**src/hdl/mram_port_regs.vh**
```
// Summary of operation
// Write: select and write strobe low; address and data lines carry the word.
// Read: select and output enable low, write strobe high; device drives word.
// Device floats data when deselected or with strobes high; output enable ignored in writes.
// Largest density: two banks of four dies, each with own select.
// Hold selects high while supply power is coming up.
// Wait power-up delay, 1 ms, before first access after power-up or brownout.
// Hold selects high while supply power is going down.
// Issue no accesses while core supply is below its minimum level.
// Supply below 1.6 V cutoff: redo the full power-up wait.
// Assert at most one bank select at any time.
// During the power-up wait all selects stay high; accesses released afterwards.
`ifndef MRAM_PORT_REGS_VH
`define MRAM_PORT_REGS_VH
`define CLK_FREQ_HZ      25000000
`define POWER_UP_US      1000
`define POWER_UP_CYCLES  ((`CLK_FREQ_HZ / 1000000) * `POWER_UP_US)
`define SETUP_CYCLES     2
`define STROBE_CYCLES    4
`define HOLD_CYCLES      2
`define ADDR_BITS        27
`define DATA_BITS        32
`define DIE_BANKS        2
`endif

```
**src/hdl/power_gate_timer.v**
```verilog
`timescale 1ns/1ps
`default_nettype none
module power_gate_timer #(
  parameter integer WAIT_CYCLES = 25000
) (
  // Clock and reset
  input  wire sys_clk,
  input  wire sys_rst,
  // Supply status
  input  wire power_good,
  input  wire below_cutoff,
  // Result
  output reg  ready
);
  reg [31:0] count;

  // Any supply dip restarts the whole wait
  always @(posedge sys_clk)
  begin
    if (sys_rst || !power_good || below_cutoff)
    begin
      count <= 32'h0000_0000;
      ready <= 1'b0;
    end
    else if (!ready)
    begin
      if (count >= WAIT_CYCLES - 1)
        ready <= 1'b1;
      count <= count + 32'h0000_0001;
    end
  end
endmodule // power_gate_timer
`default_nettype wire

```
**src/hdl/mram_host_port.v**
```verilog
`include "mram_port_regs.vh"
`timescale 1ns/1ps
`default_nettype none
module mram_host_port #(
  parameter integer POWER_UP_CYCLES = `POWER_UP_CYCLES,
  parameter integer SETUP_CYCLES    = `SETUP_CYCLES,
  parameter integer STROBE_CYCLES   = `STROBE_CYCLES,
  parameter integer HOLD_CYCLES     = `HOLD_CYCLES
) (
  // Clock and reset
  input  wire                    sys_clk,
  input  wire                    sys_rst,
  // Supply monitors
  input  wire                    power_good,
  input  wire                    below_cutoff,
  // User request
  input  wire                    req_valid,
  input  wire                    req_write,
  input  wire                    req_bank,
  input  wire [`ADDR_BITS-1:0]   req_addr,
  input  wire [`DATA_BITS-1:0]   req_wdata,
  output reg                     req_ready,
  output reg                     rsp_valid,
  output reg  [`DATA_BITS-1:0]   rsp_rdata,
  output reg                     mem_ready,
  // Memory pins
  output reg                     bank_one_select_n,
  output reg                     bank_two_select_n,
  output reg                     write_strobe_n,
  output reg                     output_enable_n,
  output reg  [`ADDR_BITS-1:0]   mem_addr,
  output reg  [`DATA_BITS-1:0]   dq_out,
  output reg                     dq_oe,
  input  wire [`DATA_BITS-1:0]   dq_in
);
  localparam [2:0] ST_IDLE   = 3'h0;
  localparam [2:0] ST_SETUP  = 3'h1;
  localparam [2:0] ST_STROBE = 3'h2;
  localparam [2:0] ST_HOLD   = 3'h3;

  // Sequencer state
  reg  [2:0]             state;
  reg  [15:0]            count;
  reg                    is_write;
  wire                   powered;
  wire                   quiet;

  // Next values
  reg  [2:0]             next_state;
  reg  [15:0]            next_count;
  reg                    next_is_write;
  reg                    next_req_ready;
  reg                    next_rsp_valid;
  reg  [`DATA_BITS-1:0]  next_rsp_rdata;
  reg                    next_bank_one_select_n;
  reg                    next_bank_two_select_n;
  reg                    next_write_strobe_n;
  reg                    next_output_enable_n;
  reg  [`ADDR_BITS-1:0]  next_mem_addr;
  reg  [`DATA_BITS-1:0]  next_dq_out;
  reg                    next_dq_oe;

  // Phase bookkeeping
  reg  [31:0]            phase_last;
  wire                   phase_done;
  wire                   take;

  power_gate_timer #(
    .WAIT_CYCLES (POWER_UP_CYCLES)
  ) u_timer (
    .sys_clk      (sys_clk),
    .sys_rst      (sys_rst),
    .power_good   (power_good),
    .below_cutoff (below_cutoff),
    .ready        (powered)
  );

  // No access of any kind until the supply has been good for the full wait
  assign quiet = sys_rst || !powered;

  // Last count value of each timed phase
  always @*
  begin
    case (state)
      ST_SETUP:  phase_last = SETUP_CYCLES - 1;
      ST_STROBE: phase_last = STROBE_CYCLES - 1;
      ST_HOLD:   phase_last = HOLD_CYCLES - 1;
      default:   phase_last = 32'h0000_0000;
    endcase
  end

  assign phase_done = ({16'h0000, count} >= phase_last);
  assign take       = req_valid && req_ready;

  // Access sequencer
  always @*
  begin
    next_state             = state;
    next_count             = count;
    next_is_write          = is_write;
    next_req_ready         = req_ready;
    next_rsp_valid         = 1'b0;
    next_rsp_rdata         = rsp_rdata;
    next_bank_one_select_n = bank_one_select_n;
    next_bank_two_select_n = bank_two_select_n;
    next_write_strobe_n    = write_strobe_n;
    next_output_enable_n   = output_enable_n;
    next_mem_addr          = mem_addr;
    next_dq_out            = dq_out;
    next_dq_oe             = dq_oe;
    case (state)
      ST_IDLE:
      begin
        next_req_ready = 1'b1;
        if (take)
        begin
          next_req_ready = 1'b0;
          next_is_write  = req_write;
          next_mem_addr  = req_addr;
          next_dq_out    = req_wdata;
          next_dq_oe     = req_write;
          // Only one bank select at a time
          next_bank_one_select_n = req_bank;
          next_bank_two_select_n = ~req_bank;
          next_count     = 16'h0000;
          next_state     = ST_SETUP;
        end
      end
      ST_SETUP:
      begin
        next_count = count + 16'h0001;
        if (phase_done)
        begin
          next_count = 16'h0000;
          if (is_write)
            next_write_strobe_n = 1'b0;
          else
            next_output_enable_n = 1'b0;
          next_state = ST_STROBE;
        end
      end
      ST_STROBE:
      begin
        next_count = count + 16'h0001;
        if (phase_done)
        begin
          next_count           = 16'h0000;
          next_write_strobe_n  = 1'b1;
          next_output_enable_n = 1'b1;
          next_rsp_valid       = 1'b1;
          // Sample before output enable rises
          if (!is_write)
            next_rsp_rdata = dq_in;
          next_state = ST_HOLD;
        end
      end
      ST_HOLD:
      begin
        next_count = count + 16'h0001;
        if (phase_done)
        begin
          // Data held past strobe release, then bus released
          next_count             = 16'h0000;
          next_dq_oe             = 1'b0;
          next_bank_one_select_n = 1'b1;
          next_bank_two_select_n = 1'b1;
          next_state             = ST_IDLE;
        end
      end
      default:
      begin
        // Unknown code: release the bus and start over
        next_state             = ST_IDLE;
        next_req_ready         = 1'b0;
        next_bank_one_select_n = 1'b1;
        next_bank_two_select_n = 1'b1;
        next_write_strobe_n    = 1'b1;
        next_output_enable_n   = 1'b1;
        next_dq_oe             = 1'b0;
      end
    endcase
  end

  // Sequencer registers
  always @(posedge sys_clk)
  begin
    if (quiet)
    begin
      state    <= ST_IDLE;
      count    <= 16'h0000;
      is_write <= 1'b0;
    end
    else
    begin
      state    <= next_state;
      count    <= next_count;
      is_write <= next_is_write;
    end
  end

  // User side outputs
  always @(posedge sys_clk)
  begin
    if (quiet)
    begin
      req_ready <= 1'b0;
      rsp_valid <= 1'b0;
      rsp_rdata <= 32'h0000_0000;
      mem_ready <= 1'b0;
    end
    else
    begin
      req_ready <= next_req_ready;
      rsp_valid <= next_rsp_valid;
      rsp_rdata <= next_rsp_rdata;
      mem_ready <= 1'b1;
    end
  end

  // Memory pins; a supply dip cuts any access short with selects high
  always @(posedge sys_clk)
  begin
    if (quiet)
    begin
      bank_one_select_n <= 1'b1;
      bank_two_select_n <= 1'b1;
      write_strobe_n    <= 1'b1;
      output_enable_n   <= 1'b1;
      mem_addr          <= 27'h000_0000;
      dq_out            <= 32'h0000_0000;
      dq_oe             <= 1'b0;
    end
    else
    begin
      bank_one_select_n <= next_bank_one_select_n;
      bank_two_select_n <= next_bank_two_select_n;
      write_strobe_n    <= next_write_strobe_n;
      output_enable_n   <= next_output_enable_n;
      mem_addr          <= next_mem_addr;
      dq_out            <= next_dq_out;
      dq_oe             <= next_dq_oe;
    end
  end
endmodule // mram_host_port
`default_nettype wire

```
**config.mk**
```make
export PLATFORM = sky130hd
export DESIGN_NAME = mram_host_port
export DESIGN_NICKNAME = d
export VERILOG_FILES = /design/src/hdl/power_gate_timer.v /design/src/hdl/mram_host_port.v
export VERILOG_INCLUDE_DIRS = /design/src /design/src/hdl
export SDC_FILE = /design/constraint.sdc
export NUM_CORES = 1
export LEC_CHECK = 0
export ABC_AREA = 0
export BUFFER_PORTS_ARGS = -buffer_cell sky130_fd_sc_hd__clkbuf_2
export CAP_MARGIN = 20
export CORE_ASPECT_RATIO = 0.75
export CORE_MARGIN = 2
export CORE_UTILIZATION = 45
export DETAILED_ROUTE_END_ITERATION = 16
export PLACE_DENSITY = 0.72
export RECOVER_POWER = 50
export SETUP_SLACK_MARGIN = 0.05
export SYNTH_ARGS = -nofsm -noshare
export SYNTH_HDL_FRONTEND = slang
export SYNTH_SLANG_ARGS = --single-unit
export TNS_END_PERCENT = 20
```
**constraint.sdc**
```tcl
create_clock -name sys_clk -period 4 [get_ports sys_clk]
set_input_delay 0.8 -clock sys_clk [delete_from_list [all_inputs] [get_ports sys_clk]]
set_output_delay 0.8 -clock sys_clk [all_outputs]
set_load 0.01 [all_outputs]
```
==> results.yml, run 1 <==
outcome:
  outcome: "complete, but fails checks"
  violations: "capacitance limit, slew limit"
placement:
  placed_area_mm2: 0.00718
  hpwl_mm: 10.0
  portBuffers: 196
  place.gp.congestion: 0.790
finish:
  final_net_count: 998
  area_growth_syn_to_layout_pct: 25.2
  num_antenna_cells: 0
  drive_gt1_share_pct: 15.6
  finish.instance_area_mm2: 0.00769
clock_tree:
  cts_buffers: 17
  clockBufferDepth: 2
  cts.sinks: 151
  clkTransAtPathRegs_ns: 0.06
  hold_buffers: 0
  htreeDepth: 4
  post_cts_buffers: 0
  cts_resized: 0
  cts_tree: "yes"
  clock_latency_ns: 0.41
  cts-root-buf: "clkbuf_16"
sta:
  finalMaxSlewViolations: 54
  setup-tns-final_ns: 0
  hold_slack_ns: 0.451
  fmax_ghz: 0.327
  finalHoldViolCount: 0
  final-setup-viol-count: 0
  skew_ns: 0.0134
  finalCritPeriodShare_pct: 76.5
  rsz0062_at_grt: "no"
  tightest_slew_ns: 2.26
  max-slew-margin-rel_pct: -50.9
  min_period_ns: 3.06
min_path:
  hold_end: "dq_out[12]"
  hp-class: "reg -> reg"
  hold_depth: 2
  min-delay-start: "dq_out[12]"
floorplanning:
  die_h_um: 105
  initial_core_util_pct: 46.7
  num_rows: 36
  die_w_um: 139
  ios: 197
  core-area_mm2: 0.0132
  die-area_mm2: 0.0146
power:
  p_leak_nw: 2.76
  ir_drop_mv: 0.344
  powerDensity_mw_per_mm2: 421
  power_w: 0.00324
synthesis:
  synth.largest_area_cell: "dfxtp_1"
  synth.most_common_cell: "nand2_1"
  ys_seq_area_share_pct: 49.2
  yosysTopAreaCellShare_pct: 49.2
  synth_flop_cell: "dfxtp_1"
  avgSynthCellArea_um2: 8.54
  yosys_register_bits: 151
  synthCells: 719
  synthTopCellsByCount: "nand2_1 (207), dfxtp_1 (151), a21oi_1 (76)"
  syn_area_mm2: 0.00614
  ys_async_sr_fraction_pct: 0
  synth_edf_count: 0
  synth.distinct_cells: 48
  syn_nets: 825
  yosys-top-cells-area: "dfxtp_1 (49%), nand2_1 (13%), mux2i_1 (6.8%), a21oi_1 (6.2%), clkbuf_1 (2.3%)"
  ys_warn_count: 0
route:
  first_iter_violations: 305
  routedWlPerCell_um: 13.4
  drt_wl_total_mm: 14.4
  ant_nets: 0
  drt_first_pass_iters: 5
  via_per_inst: 5.04
  dr_total_vias: 5416
  drc: 0
grt:
  grt_pass1_wl_mm: 23.7
  gr-total-overflow: 0
  track_usage_pct: 19.5
  antenna_found_initial: 0
  grt_pass1_vias: 5002
  grt_max_degree: 63
setup_path:
  slowest_delay_ns: 1.65
  path_cells: "clkbuf_1 -> nand2b_2 -> clkbuf_1 -> nor2_1 -> mux2i_1"
  crit_top_cell: "clkbuf_1"
  worstSetupPathType: "in -> reg"
  crit_arrival_ns: 3.38
  ff2ff_path_depth: 4
  crit_fanout: 53
  required_ns: 4.32
  endpoint_kind: "flip-flop"
  cp_slowest_cell: "clkbuf_1"
  r2r-end: "bank_two_select_n"
  r2r_setup_slack_ns: 1.07
  startpoint_type: "input pin"
  r2r-start: "u_timer.ready"
run:
  max-cap-violations: 1
[where the power goes]
group / total (W) / switching (W) / internal [W]
Clock: 0.00168 / 0.000622 / 0.00105
Combinational: 0.0000581 / 0.0000214 / 0.0000367
Sequential: 0.00150 / 0.000000594 / 0.00150
[registers in the layout (all words and copies together) (netlist names)]
register,flops
write_strobe_n,1
mem_ready,1
u_timer.ready,1
count,16
rsp_rdata,32
mem_addr,27
bank_one_select_n,1
state,2
output_enable_n,1
rsp_valid,1
bank_two_select_n,1
req_ready,1
u_timer.count,32
dq_oe,1
dq_out,32
is_write,1
[layout by cell type, fill, tap and decap left out, types with 3 or more instances in the layout]
cell type / count
clkbuf_16: 17
o21ai_0: 6
a21oi_1: 76
or3_1: 8
xnor2_1: 5
inv_1: 11
or4_1: 11
mux2i_1: 42
clkinv_4: 3
ha_1: 8
nor2b_1: 3
nand3_1: 9
o31ai_1: 6
a311o_1: 3
nand2b_1: 7
xor2_1: 5
and4_1: 4
a31oi_1: 7
and2_1: 9
nand4_1: 11
buf_4: 3
a41o_1: 3
nor4_1: 9
dfxtp_1: 151
bufinv_16: 4
clkinvlp_4: 3
nand2_1: 207
clkbuf_1: 101
nor2_1: 24
clkbuf_2: 97
nor3_1: 8
and3_1: 11
[final cells by class]
class / count / area, um2
clock inverters: 12 / 179
flip-flops and latches: 151 / 3020
repair buffers: 203 / 927
fillers: 1241 / 5470
multi-input cells: 508 / 2860
inverters: 11 / 41.3
well taps: 171 / 214
clock buffers: 18 / 439
[worst max-delay path, delay by kind of cell]
family                 cells  cell delay [ns]
buffers and inverters      2             1.75
AND/OR/NAND/NOR            2             0.56
multiplexers               1             0.25
[stage by stage]
step | util (%) | setup WS (ns) | instances
after CTS | 59.3 | 1.28 | 1073
after detailed placement | 54.6 | 1.29 | 1043
after global routing | 58.4 | 0.661 | 1074
after global placement | 54.6 | 1.37 | 1043
final | 58.4 | 0.939 | 1074
after floorplan | - | 1.64 | 719
[worst max-delay path by stage]
stage               slack [ns]      from  cells after the start                end
finish                    0.94   sys_rst                      5  bank_two_select_n
global route              0.66   sys_rst                      5  bank_two_select_n
CTS                       1.28  state[0]                      9       rsp_rdata[7]
detailed placement        1.29  state[0]                      9       rsp_rdata[7]
global placement          1.37  state[0]                      9      rsp_rdata[29]
floorplan                 1.64  state[0]                      9     write_strobe_n
[kinds of logic (layout without fill, tap and decap cells)]
family                   Yosys count  in the layout  synth area share [%]
AO/OA/AOI/OAI                    115            115                  11.4
adder cells (fa/ha/maj)            8              8                  1.63
multiplexers                      43             43                  7.03
AND/OR/NAND/NOR                  332            332                  25.0
XOR/XNOR                          10             10                  1.43
flip-flops                       151            151                  49.2
buffers and inverters             60            244                  4.28
[per-layer routing]
| layer | vias to the layer above | track usage (%) | wire [um] |
|---|---|---|---|
| met5 | - | 0 | 0 |
| met4 | 0 | 4.33 | 92 |
| met3 | 9 | 6.83 | 1140 |
| met2 | 184 | 29.1 | 6220 |
| met1 | 2435 | 27.2 | 6990 |
| li1 | 2788 | - | - |
(Power assumes the default switching activity.)
==> inputs of run 2 (changes only) <==
PLACE_DENSITY = 0.75   (was 0.72)
clock period = 2.7 ns   (was 4 ns; I/O delays follow)
==> run 2 against run 1 <==
The flow now finishes without violations. Highest routed layer unchanged. Worst hold slack worse by 0.11 ns. Register-to-register slack lost 0.83 ns. Total power grew 49%. Flip-flop and latch count is the same. Core utilization increased by 0.31 points. First-iteration DRC count rose by 12%. Critical path depth is 4 higher. Clock skew fell by 0.0075 ns. Clock power increased by 49%. Combinational power up 48%. Largest cell class unchanged.
==> results.yml, run 2 (synthesis gave the netlist of run 1 again) <==
setup_path:
  cp-startpoint: "state[0]"
  required_ns: 2.98
  crit_arrival_ns: 2.74
  r2r-start: "state[0]"
  ff2ff_path_depth: 9
  endpoint_kind: "flip-flop"
  worstSetupPathType: "reg -> reg"
  startpoint_type: "flip-flop"
  crit_fanout: 32
route:
  drt_wl_total_mm: 14.2
  dr_total_vias: 5476
  ant_nets: 0
  via_per_inst: 5.07
  drt_first_pass_iters: 5
  drc: 0
  routedWlPerCell_um: 13.2
  first_iter_violations: 343
clock_tree:
  post_cts_buffers: 0
  cts_buffers: 17
  hold_buffers: 0
  clkTransAtPathRegs_ns: 0.06
  cts.sinks: 151
  clockBufferDepth: 2
  cts_resized: 0
  clock_latency_ns: 0.41
  cts_tree: "yes"
  cts-root-buf: "clkbuf_16"
  htreeDepth: 4
sta:
  finalHoldViolCount: 0
  finalMaxSlewViolations: 0
  finalCritPeriodShare_pct: 91.0
  min_period_ns: 2.46
  setup-tns-final_ns: 0
  rsz0062_at_grt: "no"
  max-slew-margin-rel_pct: 23.4
  fmax_ghz: 0.407
  final-setup-viol-count: 0
  tightest_slew_ns: 1.15
  skew_ns: 0.00583
min_path:
  hp-class: "in -> reg"
  min-delay-start: "req_addr[7]"
  hold_depth: 3
grt:
  grt_max_degree: 64
  gr-total-overflow: 0
  grt_pass1_vias: 4927
  grt_pass1_wl_mm: 23.4
  track_usage_pct: 19.1
  antenna_found_initial: 0
run:
  max-cap-violations: 0
finish:
  area_growth_syn_to_layout_pct: 25.9
  n_fill_cell: 1184
  num_antenna_cells: 0
  final_common_cell: "nand2_1"
  finish.instance_area_mm2: 0.00773
  layout_common_cells: "nand2_1 (207), dfxtp_1 (151), clkbuf_1 (102)"
  final_net_count: 1003
  reg_top3: "dq_out x32, rsp_rdata x32, u_timer.count x32"
  drive_gt1_share_pct: 15.8
floorplanning:
  die_w_um: 139
  ios: 197
  die_h_um: 105
  core-area_mm2: 0.0132
  initial_core_util_pct: 46.7
  num_rows: 36
  die-area_mm2: 0.0146
placement:
  place.gp.congestion: 0.854
  placed_area_mm2: 0.00724
  portBuffers: 196
  hpwl_mm: 9.95
outcome:
  outcome: "completed"
power:
  powerDensity_mw_per_mm2: 624
  ir_drop_mv: 0.465
  p_leak_nw: 2.80
==> run 2: cell count changes in the layout (fill, tap and decap cells not counted), sizes merged <==
cell / change
buf: +5
inv: +4
clkinvlp: -2
clkinv: -1
==> run 2: layout make-up <==
cell class                 count  area [um2]  area share (%)
clock inverter                13         196            2.54
clock buffer                  18         429            5.55
timing repair buffer         208         965            12.5
sequential                   151        3020            39.1
tap                          171         214            2.77
multi-input combinational    508        2860            37.0
inverter                      11        41.3           0.534
==> run 2: power breakdown <==
group	switching, W	leakage (nW)	internal (W)	total [W]
Sequential	0.000000910	1.22	0.00223	0.00223
Clock	0.000950	0.303	0.00156	0.00251
Combinational	0.0000318	1.28	0.0000542	0.0000861
==> run 2: final timing paths <==
path | to | slack [ns]
min | mem_addr[7] | 0.34
max | rsp_rdata[25] | 0.24
max reg2reg | rsp_rdata[25] | 0.24
min reg2reg | dq_out[22] | 0.45
==> run 2: critical path, stage by stage (launching register included) <==
cell and delay, ns:
dfxtp_1 0.38, inv_1 0.08, ha_1 0.21, inv_1 0.13
ha_1 0.25, nand2b_1 0.17, a211oi_4 0.49, a211oi_4 0.11
buf_4 0.31, mux2i_1 0.18
==> run 2: through the flow <==
step           power (W)  setup WS (ns)  std cells  hold slack, ns  util (%)
4_1_cts          0.00488          0.238       1080           0.329      59.8
2_1_floorplan    0.00229          0.338        719           0.442         -
3_3_place_gp     0.00237          0.293       1049           0.440      55.0
5_1_grt          0.00499         0.0813       1080           0.335      58.8
6_report         0.00483          0.244       1080           0.345      58.8
3_5_place_dp     0.00236          0.237       1049           0.446      55.0
==> run 2: routing by layer <==
| layer | vias to the layer above | share of wire [%] | GRT usage [%] |
|---|---|---|---|
| li1 | 2820 | - | - |
| met1 | 2472 | 48 | 26.3 |
| met2 | 173 | 44 | 29.2 |
| met3 | 11 | 6.3 | 5.32 |
| met4 | 0 | 0.96 | 5.99 |
| met5 | - | 0 | 0 |
